===== src/rca_cfg.svh =====
// Constants of the 8-bit core: widths, addresses, reset values, register map.
// Assumes inclusion by bare name from the package and the core.
`ifndef RCA_CFG_SVH
`define RCA_CFG_SVH

// Datapath widths
`define RCA_INSTR_W 12
`define RCA_DATA_W 8
`define RCA_PC_W 11
`define RCA_FADDR_W 5

// Data memory addresses of the special registers kept inside the core
`define RCA_INDF_ADDR 5'h00
`define RCA_PCL_ADDR 5'h02
`define RCA_STATUS_ADDR 5'h03
`define RCA_FSR_ADDR 5'h04

// Status register bit positions
`define RCA_BIT_C 0
`define RCA_BIT_DC 1
`define RCA_BIT_Z 2
`define RCA_BIT_PD 3
`define RCA_BIT_TO 4
`define RCA_BIT_PA_LO 5
`define RCA_BIT_PA_MID 6
`define RCA_BIT_PA_HI 7

// Reset values
`define RCA_STATUS_RESET 8'h18
`define RCA_RESET_VECTOR 11'h7ff
`define RCA_NOP 12'h000
`define RCA_RUN_RESET 1'b1
`define RCA_VARIANT_RESET 2'h2

// Program memory reach per variant
`define RCA_MASK_512 11'h1ff
`define RCA_MASK_1K 11'h3ff
`define RCA_MASK_2K 11'h7ff

// Bus register byte addresses
`define RCA_APB_AW 12
`define RCA_APB_CTRL 12'h000
`define RCA_APB_STAT 12'h004
`define RCA_APB_ACC 12'h008
`define RCA_APB_PC 12'h00c

// Control register fields
`define RCA_CTRL_RUN 0
`define RCA_CTRL_VAR_LO 1
`define RCA_CTRL_VAR_HI 2
`define RCA_CTRL_WAKE 3
`define RCA_CTRL_ASLEEP 4

`endif


===== src/rca_pkg.sv =====
// Types shared by the core, its arithmetic unit and its phase divider.
// Assumes rca_cfg.svh is on the include path.
`include "rca_cfg.svh"
`default_nettype none

package rca_pkg;

   // Quarter-rate phases, one-hot
   typedef enum logic [3:0] {
      PH_Q0 = 4'h1,
      PH_Q1 = 4'h2,
      PH_Q2 = 4'h4,
      PH_Q3 = 4'h8
   } rca_phase_e;

   // Arithmetic unit operations
   typedef enum logic [3:0] {
      ALU_ADD = 4'h0, ALU_SUB = 4'h1, ALU_AND = 4'h2, ALU_OR = 4'h3,
      ALU_XOR = 4'h4, ALU_COM = 4'h5, ALU_INC = 4'h6, ALU_DEC = 4'h7,
      ALU_RR = 4'h8, ALU_RL = 4'h9, ALU_SWAP = 4'ha, ALU_PASSA = 4'hb,
      ALU_PASSW = 4'hc, ALU_ZERO = 4'hd
   } rca_aluop_e;

   // Upper six opcode bits of the byte-oriented file operations
   typedef enum logic [5:0] {
      BYTE_MISC = 6'h00, BYTE_CLR = 6'h01, BYTE_SUB = 6'h02, BYTE_DEC = 6'h03,
      BYTE_IOR = 6'h04, BYTE_AND = 6'h05, BYTE_XOR = 6'h06, BYTE_ADD = 6'h07,
      BYTE_MOV = 6'h08, BYTE_COM = 6'h09, BYTE_INC = 6'h0a, BYTE_DECSZ = 6'h0b,
      BYTE_RR = 6'h0c, BYTE_RL = 6'h0d, BYTE_SWAP = 6'h0e, BYTE_INCSZ = 6'h0f
   } rca_byteop_e;

   typedef struct packed {
      rca_phase_e phase;
      logic clkOut;
   } rca_qdiv_s;

   typedef struct packed {
      logic [`RCA_INSTR_W-1:0] instr;
      logic [`RCA_PC_W-1:0] progAddr;
      logic [`RCA_DATA_W-1:0] w;
      logic [`RCA_DATA_W-1:0] status;
      logic [`RCA_DATA_W-1:0] fsr;
      logic [`RCA_PC_W-1:0] stack0;
      logic [`RCA_PC_W-1:0] stack1;
      logic [`RCA_DATA_W-1:0] opnd;
      logic [`RCA_FADDR_W-1:0] fileAddr;
      logic [`RCA_DATA_W-1:0] fileWrData;
      logic fileWrEn;
      logic run;
      logic [1:0] variant;
      logic asleep;
      logic [31:0] prdata;
      logic pready;
      logic pslverr;
   } rca_core_s;

endpackage : rca_pkg

`default_nettype wire


===== src/rca_alu.sv =====
// Eight-bit arithmetic unit with carry, nibble carry and zero outputs.
// Assumes the caller picks which flags it keeps; purely combinational.
`include "rca_cfg.svh"
`default_nettype none

module rca_alu (
   input wire rca_pkg::rca_aluop_e op,
   input wire logic [`RCA_DATA_W-1:0] a,
   input wire logic [`RCA_DATA_W-1:0] w,
   input wire logic cin,
   output logic [`RCA_DATA_W-1:0] res,
   output logic cOut,
   output logic dcOut,
   output logic zOut
);

   logic [8:0] sum;
   logic [4:0] nib;

   // Subtract is a plus not-w plus one, so carry out means no borrow
   always_comb
   begin
      sum = 9'h000;
      nib = 5'h00;
      res = a;
      cOut = cin;
      dcOut = 1'b0;
      case (op)
         rca_pkg::ALU_ADD:
         begin
            sum = {1'b0, a} + {1'b0, w};
            nib = {1'b0, a[3:0]} + {1'b0, w[3:0]};
            res = sum[7:0];
            cOut = sum[8];
            dcOut = nib[4];
         end
         rca_pkg::ALU_SUB:
         begin
            sum = {1'b0, a} + {1'b0, ~w} + 9'h001;
            nib = {1'b0, a[3:0]} + {1'b0, ~w[3:0]} + 5'h01;
            res = sum[7:0];
            cOut = sum[8];
            dcOut = nib[4];
         end
         rca_pkg::ALU_AND: res = a & w;
         rca_pkg::ALU_OR: res = a | w;
         rca_pkg::ALU_XOR: res = a ^ w;
         rca_pkg::ALU_COM: res = ~a;
         rca_pkg::ALU_INC: res = a + 8'h01;
         rca_pkg::ALU_DEC: res = a - 8'h01;
         rca_pkg::ALU_RR:
         begin
            res = {cin, a[7:1]};
            cOut = a[0];
         end
         rca_pkg::ALU_RL:
         begin
            res = {a[6:0], cin};
            cOut = a[7];
         end
         rca_pkg::ALU_SWAP: res = {a[3:0], a[7:4]};
         rca_pkg::ALU_PASSA: res = a;
         rca_pkg::ALU_PASSW: res = w;
         rca_pkg::ALU_ZERO: res = 8'h00;
         default: res = a;
      endcase
   end

   assign zOut = (res == 8'h00);

endmodule : rca_alu

`default_nettype wire


===== src/rca_core.sv =====
// Core of an 8-bit Harvard controller: fetch, two-stage pipeline, ALU, status.
// Assumes program memory answers combinationally to progAddr, the register
// file answers combinationally to fileAddr, and an APB master on mclk.
//
// How it works
// - Twelve-bit opcodes arrive on their own bus, apart from 8-bit data.
// - Next opcode is fetched while the current one executes.
// - Every instruction takes one cycle; branches take two to refill.
// - Eight-bit unit does add, subtract, shifts and Boolean logic.
// - Arithmetic is two's complement unless an instruction says otherwise.
// - Two-operand ops pair accumulator with file or literal; unary act alone.
// - Accumulator is 8 bits and has no data memory address.
// - Special registers incl. program counter sit in data memory; indirect too.
// - Carry, nibble carry and zero flags follow the instruction.
// - On subtract carry and nibble carry show borrow, inverted.
// - Program counter reaches 512, 1K or 2K words per variant.
// - Quarter rate clock pin runs at a quarter of the oscillator.
// - Status register may be the destination of any instruction.
// - Flag-setting ops writing status keep their flag results, not the data.
// - Timeout and powerdown flags ignore every instruction write.
// - Clearing status zeroes page bits, sets zero, keeps the rest.
// - Status holds arithmetic flags, reset-cause flags and page bits.
// - Status sits at address 03h with page, timeout, powerdown, Z, DC, C.
// - On subtract nibble flag is 0 after a borrow from bit 3.
//
// Decided for this implementation: register access over APB and the placing of the registers.
`include "rca_cfg.svh"
`default_nettype none

module rca_core (
   input wire logic mclk,
   input wire logic sys_rst,
   input wire logic psel,
   input wire logic penable,
   input wire logic pwrite,
   input wire logic [`RCA_APB_AW-1:0] paddr,
   input wire logic [31:0] pwdata,
   output logic [31:0] prdata,
   output logic pready,
   output logic pslverr,
   output logic [`RCA_PC_W-1:0] progAddr,
   input wire logic [`RCA_INSTR_W-1:0] progData,
   output logic [`RCA_FADDR_W-1:0] fileAddr,
   input wire logic [`RCA_DATA_W-1:0] fileRdData,
   output logic [`RCA_DATA_W-1:0] fileWrData,
   output logic fileWrEn,
   output logic quarterRateClockPin
);

   rca_pkg::rca_core_s st_ff;
   rca_pkg::rca_core_s nxt_st;
   rca_pkg::rca_phase_e phase;
   rca_pkg::rca_aluop_e aluOp;
   logic [`RCA_DATA_W-1:0] aluA;
   logic [`RCA_DATA_W-1:0] aluRes;
   logic [`RCA_DATA_W-1:0] fileVal;
   logic [`RCA_DATA_W-1:0] bitMask;
   logic [`RCA_DATA_W-1:0] newStatus;
   logic [`RCA_FADDR_W-1:0] effAddr;
   logic [`RCA_PC_W-1:0] pcMask;
   logic [`RCA_PC_W-1:0] seqPc;
   logic [`RCA_PC_W-1:0] target;
   logic [1:0] page;
   logic [2:0] affect;
   logic aluC;
   logic aluDC;
   logic aluZ;
   logic destFile;
   logic destW;
   logic jump;
   logic skip;
   logic callOp;
   logic retOp;
   logic sleepOp;
   logic wdtOp;
   logic commit;
   logic apbDone;

   rca_qdiv u_qdiv (
      .mclk(mclk),
      .sys_rst(sys_rst),
      .phase(phase),
      .clkOut(quarterRateClockPin)
   );

   rca_alu u_alu (
      .op(aluOp),
      .a(aluA),
      .w(st_ff.w),
      .cin(st_ff.status[`RCA_BIT_C]),
      .res(aluRes),
      .cOut(aluC),
      .dcOut(aluDC),
      .zOut(aluZ)
   );

   // Execution commits once per instruction cycle, at the end of phase 2
   assign commit = (phase == rca_pkg::PH_Q2) && st_ff.run && !st_ff.asleep;
   assign apbDone = psel && penable && st_ff.pready;
   assign page = st_ff.status[`RCA_BIT_PA_MID:`RCA_BIT_PA_LO];
   assign seqPc = (st_ff.progAddr + 11'h001) & pcMask;
   assign bitMask = 8'h01 << st_ff.instr[7:5];

   // Smaller variants simply wrap inside their own reach
   always_comb
   begin
      case (st_ff.variant)
         2'h0: pcMask = `RCA_MASK_512;
         2'h1: pcMask = `RCA_MASK_1K;
         default: pcMask = `RCA_MASK_2K;
      endcase
   end

   // Indirect through the select register when address zero is named
   always_comb
   begin
      effAddr = (st_ff.instr[4:0] == `RCA_INDF_ADDR) ? st_ff.fsr[4:0] : st_ff.instr[4:0];
      case (effAddr)
         `RCA_PCL_ADDR: fileVal = st_ff.progAddr[7:0];
         `RCA_STATUS_ADDR: fileVal = st_ff.status;
         `RCA_FSR_ADDR: fileVal = st_ff.fsr;
         `RCA_INDF_ADDR: fileVal = 8'h00;
         default: fileVal = fileRdData;
      endcase
   end

   // Instruction decode; affect is {zero, nibble carry, carry}
   always_comb
   begin
      aluOp = rca_pkg::ALU_PASSA;
      aluA = st_ff.opnd;
      affect = 3'h0;
      destFile = 1'b0;
      destW = 1'b0;
      jump = 1'b0;
      skip = 1'b0;
      callOp = 1'b0;
      retOp = 1'b0;
      sleepOp = 1'b0;
      wdtOp = 1'b0;
      target = seqPc;
      casez (st_ff.instr[11:8])
         4'b00??:
         begin
            destFile = st_ff.instr[5];
            destW = !st_ff.instr[5];
            case (st_ff.instr[11:6])
               rca_pkg::BYTE_MISC:
               begin
                  aluOp = rca_pkg::ALU_PASSW;
                  destW = 1'b0;
                  sleepOp = !st_ff.instr[5] && (st_ff.instr[4:0] == 5'h03);
                  wdtOp = !st_ff.instr[5] && (st_ff.instr[4:0] == 5'h04);
               end
               rca_pkg::BYTE_CLR:
               begin
                  aluOp = rca_pkg::ALU_ZERO;
                  affect = 3'h4;
               end
               rca_pkg::BYTE_SUB:
               begin
                  aluOp = rca_pkg::ALU_SUB;
                  affect = 3'h7;
               end
               rca_pkg::BYTE_ADD:
               begin
                  aluOp = rca_pkg::ALU_ADD;
                  affect = 3'h7;
               end
               rca_pkg::BYTE_DEC:
               begin
                  aluOp = rca_pkg::ALU_DEC;
                  affect = 3'h4;
               end
               rca_pkg::BYTE_INC:
               begin
                  aluOp = rca_pkg::ALU_INC;
                  affect = 3'h4;
               end
               rca_pkg::BYTE_IOR:
               begin
                  aluOp = rca_pkg::ALU_OR;
                  affect = 3'h4;
               end
               rca_pkg::BYTE_AND:
               begin
                  aluOp = rca_pkg::ALU_AND;
                  affect = 3'h4;
               end
               rca_pkg::BYTE_XOR:
               begin
                  aluOp = rca_pkg::ALU_XOR;
                  affect = 3'h4;
               end
               rca_pkg::BYTE_MOV: affect = 3'h4;
               rca_pkg::BYTE_COM:
               begin
                  aluOp = rca_pkg::ALU_COM;
                  affect = 3'h4;
               end
               rca_pkg::BYTE_RR:
               begin
                  aluOp = rca_pkg::ALU_RR;
                  affect = 3'h1;
               end
               rca_pkg::BYTE_RL:
               begin
                  aluOp = rca_pkg::ALU_RL;
                  affect = 3'h1;
               end
               rca_pkg::BYTE_SWAP: aluOp = rca_pkg::ALU_SWAP;
               rca_pkg::BYTE_DECSZ:
               begin
                  aluOp = rca_pkg::ALU_DEC;
                  skip = aluZ;
               end
               rca_pkg::BYTE_INCSZ:
               begin
                  aluOp = rca_pkg::ALU_INC;
                  skip = aluZ;
               end
               default: aluOp = rca_pkg::ALU_PASSA;
            endcase
         end
         4'b01??:
         begin
            // Bit ops touch no flags, the safe way to edit status
            destFile = !st_ff.instr[9];
            aluA = st_ff.instr[8] ? (st_ff.opnd | bitMask) : (st_ff.opnd & ~bitMask);
            if (st_ff.instr[9])
            begin
               skip = st_ff.instr[8] ? |(st_ff.opnd & bitMask) : ~|(st_ff.opnd & bitMask);
            end
         end
         4'b1000:
         begin
            aluA = st_ff.instr[7:0];
            destW = 1'b1;
            retOp = 1'b1;
            jump = 1'b1;
            target = st_ff.stack0;
         end
         4'b1001:
         begin
            callOp = 1'b1;
            jump = 1'b1;
            target = {page, 1'b0, st_ff.instr[7:0]};
         end
         4'b101?:
         begin
            jump = 1'b1;
            target = {page, st_ff.instr[8:0]};
         end
         4'b11??:
         begin
            aluA = st_ff.instr[7:0];
            destW = 1'b1;
            case (st_ff.instr[9:8])
               2'h1: aluOp = rca_pkg::ALU_OR;
               2'h2: aluOp = rca_pkg::ALU_AND;
               2'h3: aluOp = rca_pkg::ALU_XOR;
               default: aluOp = rca_pkg::ALU_PASSA;
            endcase
            affect = (st_ff.instr[9:8] == 2'h0) ? 3'h0 : 3'h4;
         end
         default: aluOp = rca_pkg::ALU_PASSA;
      endcase
      // A computed jump: writing the low counter byte
      if (destFile && (effAddr == `RCA_PCL_ADDR))
      begin
         jump = 1'b1;
         target = {page, 1'b0, aluRes};
      end
   end

   // Status after a write: page bits always take data; Z, DC, C take it only when the op leaves all flags alone
   always_comb
   begin
      newStatus = st_ff.status;
      if (destFile && (effAddr == `RCA_STATUS_ADDR))
      begin
         newStatus[7:5] = aluRes[7:5];
         if (affect == 3'h0)
         begin
            newStatus[2:0] = aluRes[2:0];
         end
      end
      if (affect[2])
      begin
         newStatus[`RCA_BIT_Z] = aluZ;
      end
      if (affect[1])
      begin
         newStatus[`RCA_BIT_DC] = aluDC;
      end
      if (affect[0])
      begin
         newStatus[`RCA_BIT_C] = aluC;
      end
      newStatus[`RCA_BIT_TO] = st_ff.status[`RCA_BIT_TO] | sleepOp | wdtOp;
      newStatus[`RCA_BIT_PD] = (st_ff.status[`RCA_BIT_PD] & !sleepOp) | wdtOp;
   end

   // Whole next state; APB answers one cycle into the access phase
   always_comb
   begin
      nxt_st = st_ff;
      nxt_st.fileWrEn = 1'b0;
      nxt_st.pready = 1'b0;
      nxt_st.pslverr = 1'b0;
      if (phase == rca_pkg::PH_Q0)
      begin
         nxt_st.fileAddr = effAddr;
      end
      if (phase == rca_pkg::PH_Q1)
      begin
         nxt_st.opnd = fileVal;
      end
      if (commit)
      begin
         nxt_st.instr = (jump || skip) ? `RCA_NOP : progData;
         nxt_st.progAddr = jump ? (target & pcMask) : seqPc;
         nxt_st.status = newStatus;
         if (callOp)
         begin
            nxt_st.stack1 = st_ff.stack0;
            nxt_st.stack0 = st_ff.progAddr;
         end
         if (retOp)
         begin
            nxt_st.stack0 = st_ff.stack1;
         end
         if (sleepOp)
         begin
            nxt_st.asleep = 1'b1;
         end
         if (destW)
         begin
            nxt_st.w = aluRes;
         end
         if (destFile && (effAddr == `RCA_FSR_ADDR))
         begin
            nxt_st.fsr = aluRes;
         end
         if (destFile && (effAddr > `RCA_FSR_ADDR))
         begin
            nxt_st.fileWrEn = 1'b1;
            nxt_st.fileWrData = aluRes;
         end
      end
      if (psel && penable && !st_ff.pready)
      begin
         nxt_st.pready = 1'b1;
         nxt_st.prdata = 32'h0000_0000;
         case (paddr)
            `RCA_APB_CTRL: nxt_st.prdata = {27'h0, st_ff.asleep, 1'b0, st_ff.variant,
               st_ff.run};
            `RCA_APB_STAT: nxt_st.prdata = {24'h0, st_ff.status};
            `RCA_APB_ACC: nxt_st.prdata = {24'h0, st_ff.w};
            `RCA_APB_PC: nxt_st.prdata = {21'h0, st_ff.progAddr};
            default: nxt_st.pslverr = 1'b1;
         endcase
      end
      if (apbDone && pwrite && (paddr == `RCA_APB_CTRL))
      begin
         nxt_st.run = pwdata[`RCA_CTRL_RUN];
         nxt_st.variant = pwdata[`RCA_CTRL_VAR_HI:`RCA_CTRL_VAR_LO];
         // A sleep committing in the same cycle wins over the wake request
         if (pwdata[`RCA_CTRL_WAKE] && !(commit && sleepOp))
         begin
            nxt_st.asleep = 1'b0;
         end
      end
   end

   always_ff @(posedge mclk)
   begin
      if (sys_rst)
      begin
         st_ff <= '0;
         st_ff.progAddr <= `RCA_RESET_VECTOR;
         st_ff.status <= `RCA_STATUS_RESET;
         st_ff.run <= `RCA_RUN_RESET;
         st_ff.variant <= `RCA_VARIANT_RESET;
      end
      else
      begin
         st_ff <= nxt_st;
      end
   end

   assign prdata = st_ff.prdata;
   assign pready = st_ff.pready;
   assign pslverr = st_ff.pslverr;
   assign progAddr = st_ff.progAddr;
   assign fileAddr = st_ff.fileAddr;
   assign fileWrData = st_ff.fileWrData;
   assign fileWrEn = st_ff.fileWrEn;
endmodule : rca_core

`default_nettype wire


===== src/rca_qdiv.sv =====
// Divides the oscillator clock into the four phases of an instruction cycle.
// Assumes mclk is the oscillator; the pin output is high in phases 2 and 3.
`include "rca_cfg.svh"
`default_nettype none

module rca_qdiv (
   input wire logic mclk,
   input wire logic sys_rst,
   output var rca_pkg::rca_phase_e phase,
   output logic clkOut
);

   rca_pkg::rca_qdiv_s st_ff;
   rca_pkg::rca_qdiv_s nxt_st;

   // Phase ring; pin level follows the next phase so it stays a flop output
   always_comb
   begin
      nxt_st = st_ff;
      case (st_ff.phase)
         rca_pkg::PH_Q0: nxt_st.phase = rca_pkg::PH_Q1;
         rca_pkg::PH_Q1: nxt_st.phase = rca_pkg::PH_Q2;
         rca_pkg::PH_Q2: nxt_st.phase = rca_pkg::PH_Q3;
         rca_pkg::PH_Q3: nxt_st.phase = rca_pkg::PH_Q0;
         default: nxt_st.phase = rca_pkg::PH_Q0;
      endcase
      nxt_st.clkOut = (nxt_st.phase == rca_pkg::PH_Q2) || (nxt_st.phase == rca_pkg::PH_Q3);
   end

   always_ff @(posedge mclk)
   begin
      if (sys_rst)
      begin
         st_ff.phase <= rca_pkg::PH_Q0;
         st_ff.clkOut <= 1'b0;
      end
      else
      begin
         st_ff <= nxt_st;
      end
   end

   assign phase = st_ff.phase;
   assign clkOut = st_ff.clkOut;
endmodule : rca_qdiv

`default_nettype wire


===== config.mk =====
export PLATFORM = sky130hd
export DESIGN_NAME = rca_core
export DESIGN_NICKNAME = d
export VERILOG_FILES = /design/src/rca_pkg.sv /design/src/rca_alu.sv /design/src/rca_core.sv /design/src/rca_qdiv.sv
export VERILOG_INCLUDE_DIRS = /design/src
export SDC_FILE = /design/constraint.sdc
export NUM_CORES = 1
export LEC_CHECK = 0
export ABC_AREA = 1
export CAP_MARGIN = 30
export CORE_MARGIN = 1.5
export CORE_UTILIZATION = 48
export CTS_BUF_LIST = sky130_fd_sc_hd__clkbuf_4
export DETAILED_ROUTE_END_ITERATION = 16
export DONT_BUFFER_PORTS = 1
export SLEW_MARGIN = 25
export SYNTH_ARGS = -nofsm -noshare
export SYNTH_HDL_FRONTEND = slang
export SYNTH_HIERARCHICAL = 1
export SYNTH_SLANG_ARGS = --single-unit
export TNS_END_PERCENT = 5

===== constraint.sdc =====
create_clock -name mclk -period 9.9 [get_ports mclk]
set_input_delay 1.485 -clock mclk [delete_from_list [all_inputs] [get_ports mclk]]
set_output_delay 1.485 -clock mclk [all_outputs]
set_load 0.01 [all_outputs]

==> impl_results.md, run 1 <==
- Seq pwr share: 0.473
- Fin crit share: 0.6413
- DRC: 7
- VDD IR max: 0.09972 mV
- Number of H-tree levels: 4
- Final Hold Violating Endpoints: 0
- CTS resizes: 0
- Pre-antenna DRT Iters: 12
- Final setup fails: 0
- Max Root-Sink Buffers: 2
- Worst-path clk slew: 0.11 ns
- Most common cell in the netlist: nand2_1
- First-pass GRT wire length: 43110 µm
- Largest area contributor in the synthesized netlist: dfxtp_1
- Final Power: 1.013 mW
- Sw Ratio: 0.3039
- Vias in the first global route: 7867
- Final design utilization: 0.4984
- Setup Buffers After CTS: 0
- Post-synthesis sequential area ratio: 0.2539
- Die Ht: 139.2 µm
- Tmin final: 6.349 ns
- CP Max Fanout: 22
- Post-Layout Cell Count: 1608
- WHS: 0.4621 ns
- Headroom to the max-slew limit: 0.3597
- CTS tree: done
- Area after DPL: 8683 µm²
- Congestion Overflow GR: 0
- Die X: 139.2 µm
- Post-DRT Antenna Nets: 0
- Sw Pwr: 307.7 µW
- Synth async-reset ratio: 0
- Placed cells: 1575
- Synth top area share: 0.2539
- Pint: 704.9 µW
- P&R area growth vs syn: 1.180%
- WL/cell: 17.33 µm
- Synth Register Bits: 113
- Pre-CTS setup slack: 3.796 ns
- Largest net degree at the start of global routing: 62
- Synthesis Warnings: 6
- Cell Area, Synth: 8910 µm²
- NumNets Final: 1467
- Cts hold-fix bufs: 0
- Setup TNS Final: 0 ns
- Drt total wl: 27860 µm
- Post-synth EDFFs: 0
- Routed vias/inst: 5.563
- Unrepaired setup endpoints after global routing: no
- Crit end category: register
- Total die area: 19390 µm²
- Logic pwr share: 0.132
- Syn_area_per_cell: 6.283 µm²
- Overall global routing resource usage: 0.2823
- Initial Util: 0.4926
- Synth unique cells: 57
- Commonest cells post-synth: nand2_1, inv_1, nor2_1, dfxtp_1, o21ai_0
- Setup Crit Path Kind: register to register
- Number of CTS-inserted buffers: 17
- Placer Congestion: 0.9508
- Measured slew at the worst slew-check pin: 0.9604 ns
- Final instance area: 9015 µm²
- Worst hold-check path type: register to register
- # clock sinks: 113
- Leakage: 4.219 nW
- Post-Syn Instances: 1418
- Fmax: 0.1575 GHz
- Max-cap violations: 0
- Crit path DAT: 6.82 ns
- Worst-Skew Late Latency: 0.54 ns
- I/O Buffers: 0
- Synth area leaders: dfxtp_1, nand2_1, inv_1, o21ai_0, nor2_1
- Status: finished, violations left
- Core ar.: 18090 µm²
- PD cells: 112.3 nW/µm²
- ANT cells: 0
- Top_reg_cell synth: dfxtp_1
- Data required time of the critical path: 10.37 ns
- Drt initial violations: 1010
- Number of antenna violations at the first check in global routing: 0
- Clock power share: 0.395
- Num rows: 49
- Post-detail-place hpwl: 21070 µm
- Slew Viols, Final: 0
- Worst clock skew: 0.02680 ns
- Io pins: 129
- Failing checks: DRC
- Share of layout cells above drive strength 1: 0.09790
- Root Driver: clkbuf_4
- Final worst slack: 3.551 ns
- Via count: 8945
- Startpoint types: register
-- worst max-delay path: stages, from the launching register on --
cell	delay [ns]
dfxtp_1	0.75
nor2_2	0.17
nand2_1	0.26
inv_2	0.24
nor2_4	0.21
inv_1	0.14
nor2_1	0.34
inv_1	0.14
o221ai_1	0.76
clkinv_1	0.53
ha_1	0.61
inv_1	0.16
o21ai_0	0.13
nand2_1	0.12
nand2_1	0.07
nand2_1	0.04
nor2_1	0.11
nor3_1	0.06
a21oi_2	0.38
nor2_1	0.10
nand3_1	0.11
nor2_2	0.08
nand3_1	0.09
nand2_1	0.09
nor2_4	0.33
nand2_1	0.11
a21oi_1	0.13
-- cell type report --
type / instances / area [µm²]
Fill cell: 1937 / 9071
Clock buffer: 18 / 135.1
Multi-Input combinational cell: 1033 / 5358
Sequential cell: 113 / 2262
Inverter: 194 / 732.0
Clock inverter: 14 / 188.9
Tap cell: 229 / 286.5
Timing Repair Buffer: 7 / 52.55
-- metal layers --
metal | vias to the layer above | global-route usage | wire length, µm
met5 | - | 0 | 0
met4 | 0 | 0.1148 | 954
met3 | 54 | 0.04577 | 1581
met2 | 317 | 0.4370 | 12420
met1 | 4124 | 0.3907 | 12910
li1 | 4450 | - | -
-- power groups by stage --
| stage | Clock, mW | Sequential [mW] | Combinational (mW) |
|---|---|---|---|
| after floorplan | 0 | 0.481 | 0.121 |
| after global placement | 0 | 0.489 | 0.131 |
| after detailed placement | 0 | 0.489 | 0.131 |
| after CTS | 0.406 | 0.479 | 0.131 |
| after global routing | 0.424 | 0.480 | 0.149 |
| final | 0.400 | 0.479 | 0.134 |
-- cell usage in the layout, fill, tap and decap left out, drive strengths merged, types with 5 or more instances in the layout --
cell type / count
a21oi: 108
a22oi: 5
a31oi: 17
buf: 6
clkbuf: 19
clkinv: 9
conb: 21
dfxtp: 113
ha: 30
inv: 191
nand2: 375
nand3: 82
nand4: 34
nor2: 156
nor3: 11
o211ai: 13
o21ai: 121
o22ai: 20
xor2: 7
-- logic make-up after synthesis --
kind of cell | synth area share
adders and majority gates | 0.04662
xor gates and xnor gates | 0.007864
AOI/OAI and AO/OA | 0.1983
and+or+nand+nor | 0.3397
other | 0.0004209
buffers and inverters | 0.1532
DFF | 0.2539
-- path summary, 6_finish.rpt --
path | cells after the start | startpoint | slack (ns) | end
hold reg to reg | 2 | st_ff[34] | 0.46 | st_ff[34]
setup reg to reg | 26 | st_ff[125] | 3.55 | st_ff[128]
hold / removal | 2 | st_ff[34] | 0.46 | st_ff[34]
setup / recovery | 26 | st_ff[125] | 3.55 | st_ff[128]
-- sequential cells by signal, summed over array words and instances, names as in the netlist, 2 cells and up --
register	count
st_ff	68
prdata	11
progAddr	11
fileWrData	8
fileAddr	5
u_qdiv/phase	4
page	2
(Power assumes the default switching activity.)
==> inputs of run 2 (changes only) <==
--- a/config.mk
+++ b/config.mk
@@ -6,7 +6,7 @@
 export SDC_FILE = /design/constraint.sdc
 export NUM_CORES = 1
 export LEC_CHECK = 0
-export ABC_AREA = 1
+export ABC_AREA = 0
 export CAP_MARGIN = 30
 export CORE_MARGIN = 1.5
 export CORE_UTILIZATION = 48
==> constraint.sdc (replaced) <==
create_clock -name mclk -period 6.6 [get_ports mclk]
set_input_delay 0.99 -clock mclk [delete_from_list [all_inputs] [get_ports mclk]]
set_output_delay 0.99 -clock mclk [all_outputs]
set_load 0.01 [all_outputs]
==> run 2 against run 1 <==
The run now ends clean. Cell area increased by 1.4%. Critical endpoint unchanged. Die area increased by 1.5%. Flip-flop and latch count unchanged. Largest cell class unchanged. Core utilization decreased by 0.65 points.
==> impl_results.md, run 2 <==
- Core ar.: 18580 µm² (was 18090 µm²)
- Largest register by flop count: st_ff (unchanged)
- Max-cap violations: 0 (unchanged)
- Fin crit share: 0.9039 (was 0.6413)
- Reg-to-reg startpoint: st_ff[127] (was st_ff[125])
- Num rows: 50 (was 49)
- Worst clock skew: 0.02082 ns (was 0.02680 ns)
- Die X: 140.3 µm (was 139.2 µm)
- First-pass GRT wire length: 43090 µm (was 43110 µm)
- Area after DPL: 8793 µm² (was 8683 µm²)
- Worst hold-check path type: register to register (unchanged)
- Post-synthesis compound-gate area fraction: 0.2576 (was 0.1983)
- R2R cell count: 23 (was 26)
- Most common cell in the netlist: dfxtp_1 (was nand2_1)
- Area of the multi-input gates: 5791 µm² (was 5358 µm²)
- I/O Buffers: 0 (unchanged)
- Routed vias/inst: 6.339 (was 5.563)
- Top_reg_cell synth: dfxtp_1 (unchanged)
- Logic pwr share: 0.171 (was 0.132)
- CTS resizes: 0 (unchanged)
- Total die area: 19670 µm² (was 19390 µm²)
- Leakage: 3.216 nW (was 4.219 nW)
- Post-synthesis sequential area ratio: 0.2501 (was 0.2539)
- Hold path startpoint: st_ff[60] (was st_ff[34])
- Final Hold Violating Endpoints: 0 (unchanged)
- Synthesis Warnings: 6 (unchanged)
- Drt total wl: 26880 µm (was 27860 µm)
- Setup TNS Final: 0 ns (unchanged)
- Worst-path clk slew: 0.11 ns (about the same)
- Cell Area, Synth: 9044 µm² (was 8910 µm²)
- Initial Util: 0.4867 (was 0.4926)
- Sw Pwr: 506.5 µW (was 307.7 µW)
- Leading cell type in the layout, fill and taps excluded: dfxtp_1 (was nand2_1)
- Crit end category: register (unchanged)
- Headroom to the max-slew limit: 0.3467 (was 0.3597)
- Simple-gate share of the synthesized area: 0.2392 (was 0.3397)
- Max Root-Sink Buffers: 2 (unchanged)
- Startpoint types: register (unchanged)
- Largest family of logic cells by synthesized area: compound AO/OA/AOI/OAI gates (was simple AND/OR/NAND/NOR gates)
- Fraction of the mapped netlist area in adder cells: 0.04593 (was 0.04662)
- Most frequent cells in the layout: dfxtp_1, nor2_1, nand2_1, inv_1, a21oi_1 (was nand2_1, inv_1, nor2_1, dfxtp_1, o21ai_0)
- Io pins: 129 (unchanged)
- Slew Viols, Final: 0 (unchanged)
- Final instance area: 9140 µm² (was 9015 µm²)
- CP Max Fanout: 12 (was 22)
- Share of layout cells above drive strength 1: 0.1203 (was 0.09790)
- Setup Buffers After CTS: 0 (unchanged)
- Final Power: 1.611 mW (was 1.013 mW)
- VDD IR max: 0.2258 mV (was 0.09972 mV)
- R2R setup slack: 0.63 ns (was 3.55 ns)
- Number of antenna violations at the first check in global routing: 2 (was 0)
- Synth Register Bits: 113 (unchanged)
- Synth top area share: 0.2501 (was 0.2539)
- Syn_area_per_cell: 7.968 µm² (was 6.283 µm²)
- P&R area growth vs syn: 1.065% (was 1.180%)
- Synth unique cells: 99 (was 57)
- Worst-Skew Late Latency: 0.56 ns (was 0.54 ns)
- Congestion Overflow GR: 0 (unchanged)
- Seq pwr share: 0.448 (was 0.473)
- Measured slew at the worst slew-check pin: 0.9552 ns (was 0.9604 ns)
- Setup Crit Path Kind: register to register (unchanged)
- Crit path DAT: 6.41 ns (was 6.82 ns)
- Commonest cells post-synth: dfxtp_1, nor2_1, nand2_1, buf_4, inv_1 (was nand2_1, inv_1, nor2_1, dfxtp_1, o21ai_0)
- Root Driver: clkbuf_4 (unchanged)
- WHS Endpoint: st_ff[60] (was st_ff[34])
- Fmax: 0.1676 GHz (was 0.1575 GHz)
- Unrepaired setup endpoints after global routing: no (unchanged)
- WHS: 0.4549 ns (was 0.4621 ns)
- PD cells: 176.3 nW/µm² (was 112.3 nW/µm²)
- Worst hold path depth: 2 (unchanged)
- Largest area contributor in the synthesized netlist: dfxtp_1 (unchanged)
- WL/cell: 20.57 µm (was 17.33 µm)
- Synth area leaders: dfxtp_1, mux2i_1, buf_4, nor2_1, nand2_1 (was dfxtp_1, nand2_1, inv_1, o21ai_0, nor2_1)
- Post-Syn Instances: 1135 (was 1418)
- Post-detail-place hpwl: 19470 µm (was 21070 µm)
- Final design utilization: 0.4919 (was 0.4984)
- Pint: 1.105 mW (was 704.9 µW)
- Number of CTS-inserted buffers: 17 (unchanged)
- Tmin final: 5.965 ns (was 6.349 ns)
- CTS tree: done (unchanged)
- Data required time of the critical path: 7.04 ns (was 10.37 ns)
- Pre-antenna DRT Iters: 5 (was 12)
- Cts hold-fix bufs: 0 (unchanged)
- Post-synth EDFFs: 0 (unchanged)
- # clock sinks: 113 (unchanged)
- Overall global routing resource usage: 0.2785 (was 0.2823)
- Largest net degree at the start of global routing: 75 (was 62)
- Synth async-reset ratio: 0 (unchanged)
- Final setup fails: 0 (unchanged)
- Number of H-tree levels: 4 (unchanged)
- Post-Synth XOR/XNOR Area: 0.007748 (was 0.007864)
- Sw Ratio: 0.3143 (was 0.3039)
- Via count: 8285 (was 8945)
- Drt initial violations: 764 (was 1010)
- Seq. cell area: 2263 µm² (was 2262 µm²)
- Max FFs per register: 68 (unchanged)
- DRC: 0 (was 7)
- Placer Congestion: 0.9448 (was 0.9508)
- Status: completed (was finished, violations left)
- Mux cell area share after synthesis: 0.07886 (was 0)
- FILL cells: 1850 (was 1937)
- Vias in the first global route: 7500 (was 7867)
- Post-DRT Antenna Nets: 0 (unchanged)
- R2r endpoint: st_ff[128] (unchanged)
- NumNets Final: 1160 (was 1467)
- Die Ht: 140.3 µm (was 139.2 µm)
- Clock power share: 0.381 (was 0.395)
run 2: cell count changes after synthesis, moves of 31 or more:
cell	before	now
a211oi_1	0	31
a21oi_1	95	60
nand3_1	79	31
mux2i_1	0	51
nand2_1	343	102
o21ai_0	98	41
inv_1	174	61
run 2: power by group through the flow:
stage | sequential, mW | clock (mW) | combinational [mW]
4_1_cts | 0.722 | 0.627 | 0.269
6_report | 0.722 | 0.614 | 0.275
3_3_place_gp | 0.738 | 0 | 0.265
3_5_place_dp | 0.737 | 0 | 0.267
5_1_grt | 0.725 | 0.657 | 0.301
2_1_floorplan | 0.725 | 0 | 0.230
run 2: worst max-delay path by stage:
stage                    start          to  slack, ns  cells after the start
floorplan           st_ff[127]  st_ff[117]       1.36                     23
global placement    st_ff[127]  st_ff[125]       0.77                     23
detailed placement  st_ff[127]  st_ff[128]       0.77                     23
CTS                 st_ff[127]  st_ff[128]       0.73                     23
global route        st_ff[127]  st_ff[128]       0.27                     23
finish              st_ff[127]  st_ff[128]       0.63                     23
run 2: layout make-up:
type                       instances  share of cell area
clock inverter                    15             0.02300
sequential                       113              0.2476
multi-input combinational        838              0.6335
tap                              234             0.03203
clock buffer                      17             0.01396
inverter                          63             0.02601
timing repair buffer              26             0.02355
antenna                            1           0.0002738
run 2: metrics by stage:
step	setup WS (ns)	cells
floorplan	1.365	1155
global placement	0.7743	1273
detailed placement	0.7703	1274
CTS	0.7260	1306
global route	0.2717	1307
finish	0.6345	1307
run 2: metal layers:
metal / GRT usage / routed length [µm]
met5: 0 / 13
met4: 0.09529 / 662
met3: 0.06393 / 2282
met2: 0.4148 / 11570
met1: 0.3943 / 12350
run 2: cell families after synthesis:
| family | after synthesis |
|---|---|
| AOI/OAI and AO/OA | 310 |
| xor gates and xnor gates | 8 |
| adders and majority gates | 32 |
| buffers and inverters | 204 |
| DFF | 113 |
| muxes | 65 |
| other | 1 |
| and+or+nand+nor | 402 |
run 2: critical path, stage by stage (launching register included):
cell and delay [ns]:
dfxtp_1 0.42, inv_1 0.08, ha_1 0.29, nor3b_2 0.19, buf_4 0.18, or2_2 0.40, nor2_1 0.20, a21oi_1 0.06
o221ai_1 0.32, inv_1 0.22, ha_1 0.28, fa_1 0.43, or3_1 0.41, a31oi_1 0.24, o21ai_1 0.13, nor4b_1 0.16
nor4_1 0.30, o211ai_1 0.15, o21a_1 0.24, nor4_2 0.44, nand3_1 0.13, nor2_1 0.11, or4b_4 0.35, o31ai_1 0.11
==> inputs of run 3 (changes only) <==
--- a/config.mk
+++ b/config.mk
@@ -13,6 +13,8 @@
 export CTS_BUF_LIST = sky130_fd_sc_hd__clkbuf_4
 export DETAILED_ROUTE_END_ITERATION = 16
 export DONT_BUFFER_PORTS = 1
+export HOLD_SLACK_MARGIN = 0.15
+export RECOVER_POWER = 100
 export SLEW_MARGIN = 25
 export SYNTH_ARGS = -nofsm -noshare
 export SYNTH_HDL_FRONTEND = slang
==> run 3 against run 2 <==
First-iteration DRC count down 5.1%. Critical path type unchanged. Sequential share of layout area up 0.36 points. The flow now finishes with violations (capacitance limit, slew limit). Non-clock buffer count unchanged. Setup slack better by 0.043 ns. Via count down 0.33%.
==> impl_results.md, run 3 (synthesis results as in run 2) <==
- Status: finished, violations left (was completed)
- Failing checks: capacitance limit, slew limit
- Pint: 1.100 mW (was 1.105 mW)
- Total die area: 19670 µm² (unchanged)
- Critical path buffers and inverters: 3 (unchanged)
- Final instance area: 9005 µm² (was 9140 µm²)
- Area of the multi-input gates: 5679 µm² (was 5791 µm²)
- Placed cells: 1274 (unchanged)
- Fmax: 0.1688 GHz (was 0.1676 GHz)
- Setup TNS Final: 0 ns (unchanged)
- Clock power share: 0.383 (was 0.381)
- Leading cell type in the layout, fill and taps excluded: dfxtp_1 (unchanged)
- CTS tree: done (unchanged)
- Root Driver: clkbuf_4 (unchanged)
- Most frequent cells in the layout: dfxtp_1, nor2_1, nand2_1, a21oi_1, inv_1 (was dfxtp_1, nor2_1, nand2_1, inv_1, a21oi_1)
- First-pass GRT wire length: 43090 µm (unchanged)
- Area after DPL: 8793 µm² (unchanged)
- Overall global routing resource usage: 0.2785 (unchanged)
- Seq. cell area: 2262 µm² (was 2263 µm²)
- Post-DRT Antenna Nets: 0 (unchanged)
- Crit path DAT: 6.37 ns (was 6.41 ns)
- Cts hold-fix bufs: 0 (unchanged)
- Headroom to the max-slew limit: -0.1735 (was 0.3467)
- Tmin final: 5.923 ns (was 5.965 ns)
- CP max stage cell: fa_1 (was nor4_2)
- CTS resizes: 0 (unchanged)
- Number of CTS-inserted buffers: 17 (unchanged)
- Num rows: 50 (unchanged)
- PD cells: 178.0 nW/µm² (was 176.3 nW/µm²)
- VDD IR max: 0.2249 mV (was 0.2258 mV)
- CP Max Fanout: 12 (unchanged)
- Worst-path clk slew: 0.11 ns (about the same)
- Post-detail-place hpwl: 19470 µm (unchanged)
- Data required time of the critical path: 7.04 ns (about the same)
- Vias in the first global route: 7500 (unchanged)
- Startpoint types: register (unchanged)
- Drt initial violations: 725 (was 764)
- Number of antenna violations at the first check in global routing: 2 (unchanged)
- Pre-antenna DRT Iters: 5 (unchanged)
- Drt total wl: 27000 µm (was 26880 µm)
- Cell Chain, Critical Path: inv_1 -> ha_1 -> nor3b_1 -> buf_4 -> or2_2 -> nor2_1 -> a21oi_1 -> o221ai_1 -> inv_1 -> ha_1 -> fa_1 -> or3_1 -> a31oi_1 -> o21ai_0 -> nor4b_1 -> nor4_1 -> o211ai_1 -> o21a_1 -> nor4_2 -> nand3_1 -> nor2_1 -> or4b_4 -> o31ai_1 (was inv_1 -> ha_1 -> nor3b_2 -> buf_4 -> or2_2 -> nor2_1 -> a21oi_1 -> o221ai_1 -> inv_1 -> ha_1 -> fa_1 -> or3_1 -> a31oi_1 -> o21ai_1 -> nor4b_1 -> nor4_1 -> o211ai_1 -> o21a_1 -> nor4_2 -> nand3_1 -> nor2_1 -> or4b_4 -> o31ai_1)
- Slew Viols, Final: 20 (was 0)
- I/O Buffers: 0 (unchanged)
- Share of layout cells above drive strength 1: 0.1017 (was 0.1203)
- FILL cells: 1868 (was 1850)
- # clock sinks: 113 (unchanged)
- Core ar.: 18580 µm² (unchanged)
- Setup Buffers After CTS: 0 (unchanged)
- NumNets Final: 1160 (unchanged)
- Max Root-Sink Buffers: 2 (unchanged)
- Worst hold-check path type: register to register (unchanged)
- Final Hold Violating Endpoints: 0 (unchanged)
- Max FFs per register: 68 (unchanged)
- Worst-Skew Late Latency: 0.55 ns (was 0.56 ns)
- Crit end category: register (unchanged)
- Largest register by flop count: st_ff (unchanged)
- WL/cell: 20.66 µm (was 20.57 µm)
- Critical path's top delay family: simple AND/OR/NAND/NOR gates (unchanged)
- Max incr delay on CP: 0.43 ns (was 0.44 ns)
- Setup Crit Path Kind: register to register (unchanged)
- Die Ht: 140.3 µm (unchanged)
- Io pins: 129 (unchanged)
- Leakage: 3.157 nW (was 3.216 nW)
- Max-cap violations: 2 (was 0)
- Placer Congestion: 0.9448 (unchanged)
- Sw Pwr: 502.3 µW (was 506.5 µW)
- Largest net degree at the start of global routing: 75 (unchanged)
- DRC: 0 (unchanged)
- Number of H-tree levels: 4 (unchanged)
- Post-Layout Cell Count: 1307 (unchanged)
- Logic pwr share: 0.168 (was 0.171)
- Congestion Overflow GR: 0 (unchanged)
- P&R area growth vs syn: -0.4289% (was 1.065%)
- Unrepaired setup endpoints after global routing: no (unchanged)
- Final setup fails: 0 (unchanged)
- Worst clock skew: 0.01944 ns (was 0.02082 ns)
- Routed vias/inst: 6.318 (was 6.339)
- Initial Util: 0.4867 (unchanged)
- Via count: 8258 (was 8285)
- Seq pwr share: 0.450 (was 0.448)
- Sw Ratio: 0.3134 (was 0.3143)
- Fin crit share: 0.8974 (was 0.9039)
- Measured slew at the worst slew-check pin: 1.736 ns (was 0.9552 ns)
- Die X: 140.3 µm (unchanged)
==> run 3: cell types whose count changed in the layout (fill, tap and decap cells not counted), sizes merged <==
| cell | previous run | this run |
|---|---|---|
| clkbuf | 17 | 23 |
| buf | 26 | 20 |
==> run 3: routing by layer <==
| metal | vias to the layer above | global-route usage | wire [µm] | share of wire |
|---|---|---|---|---|
| li1 | 3917 | - | - | - |
| met1 | 3903 | 0.3943 | 12560 | 0.47 |
| met2 | 374 | 0.4148 | 11530 | 0.43 |
| met3 | 62 | 0.06393 | 2198 | 0.081 |
| met4 | 2 | 0.09529 | 697 | 0.026 |
| met5 | - | 0 | 13 | 0.00048 |
==> run 3: power by group through the flow <==
stage | Combinational (mW) | Clock [mW] | Sequential [mW]
finish | 0.268 | 0.613 | 0.721
global route | 0.294 | 0.657 | 0.723
CTS | 0.269 | 0.627 | 0.722
detailed placement | 0.267 | 0 | 0.737
global placement | 0.265 | 0 | 0.738
floorplan | 0.230 | 0 | 0.725
==> run 3: through the flow <==
step	setup slack, ns	hold WS (ns)	util	total power, mW
final	0.6773	0.4543	0.4846	1.603
after global placement	0.7743	0.4366	0.4718	1.003
after floorplan	1.365	0.4351	-	0.9551
after CTS	0.7260	0.4562	0.4914	1.619
after global routing	0.2353	0.4554	0.4846	1.675
after detailed placement	0.7703	0.4412	0.4733	1.005
==> run 3: layout make-up <==
type | instances | share of cell area
Multi-Input combinational cell | 838 | 0.6307
Clock buffer | 17 | 0.01417
Inverter | 63 | 0.02640
Antenna cell | 1 | 0.0002779
Clock inverter | 15 | 0.02334
Timing Repair Buffer | 26 | 0.02140
Tap cell | 234 | 0.03251
Sequential cell | 113 | 0.2512
==> run 3: worst register-to-register path: stages (launching register included) <==
cell and delay, ns:
dfxtp_1 0.42, inv_1 0.08, ha_1 0.30, nor3b_1 0.18, buf_4 0.18, or2_2 0.40, nor2_1 0.20, a21oi_1 0.06
o221ai_1 0.30, inv_1 0.22, ha_1 0.28, fa_1 0.43, or3_1 0.41, a31oi_1 0.22, o21ai_0 0.17, nor4b_1 0.18
nor4_1 0.33, o211ai_1 0.16, o21a_1 0.24, nor4_2 0.43, nand3_1 0.13, nor2_1 0.11, or4b_4 0.31, o31ai_1 0.11
==> run 3: worst paths after layout <==
path	depth (start not counted)	startpoint	to	slack, ns
max	23	st_ff[127]	st_ff[121]	0.68
min	2	st_ff[60]	st_ff[60]	0.45
max reg2reg	23	st_ff[127]	st_ff[121]	0.68
min reg2reg	2	st_ff[60]	st_ff[60]	0.45
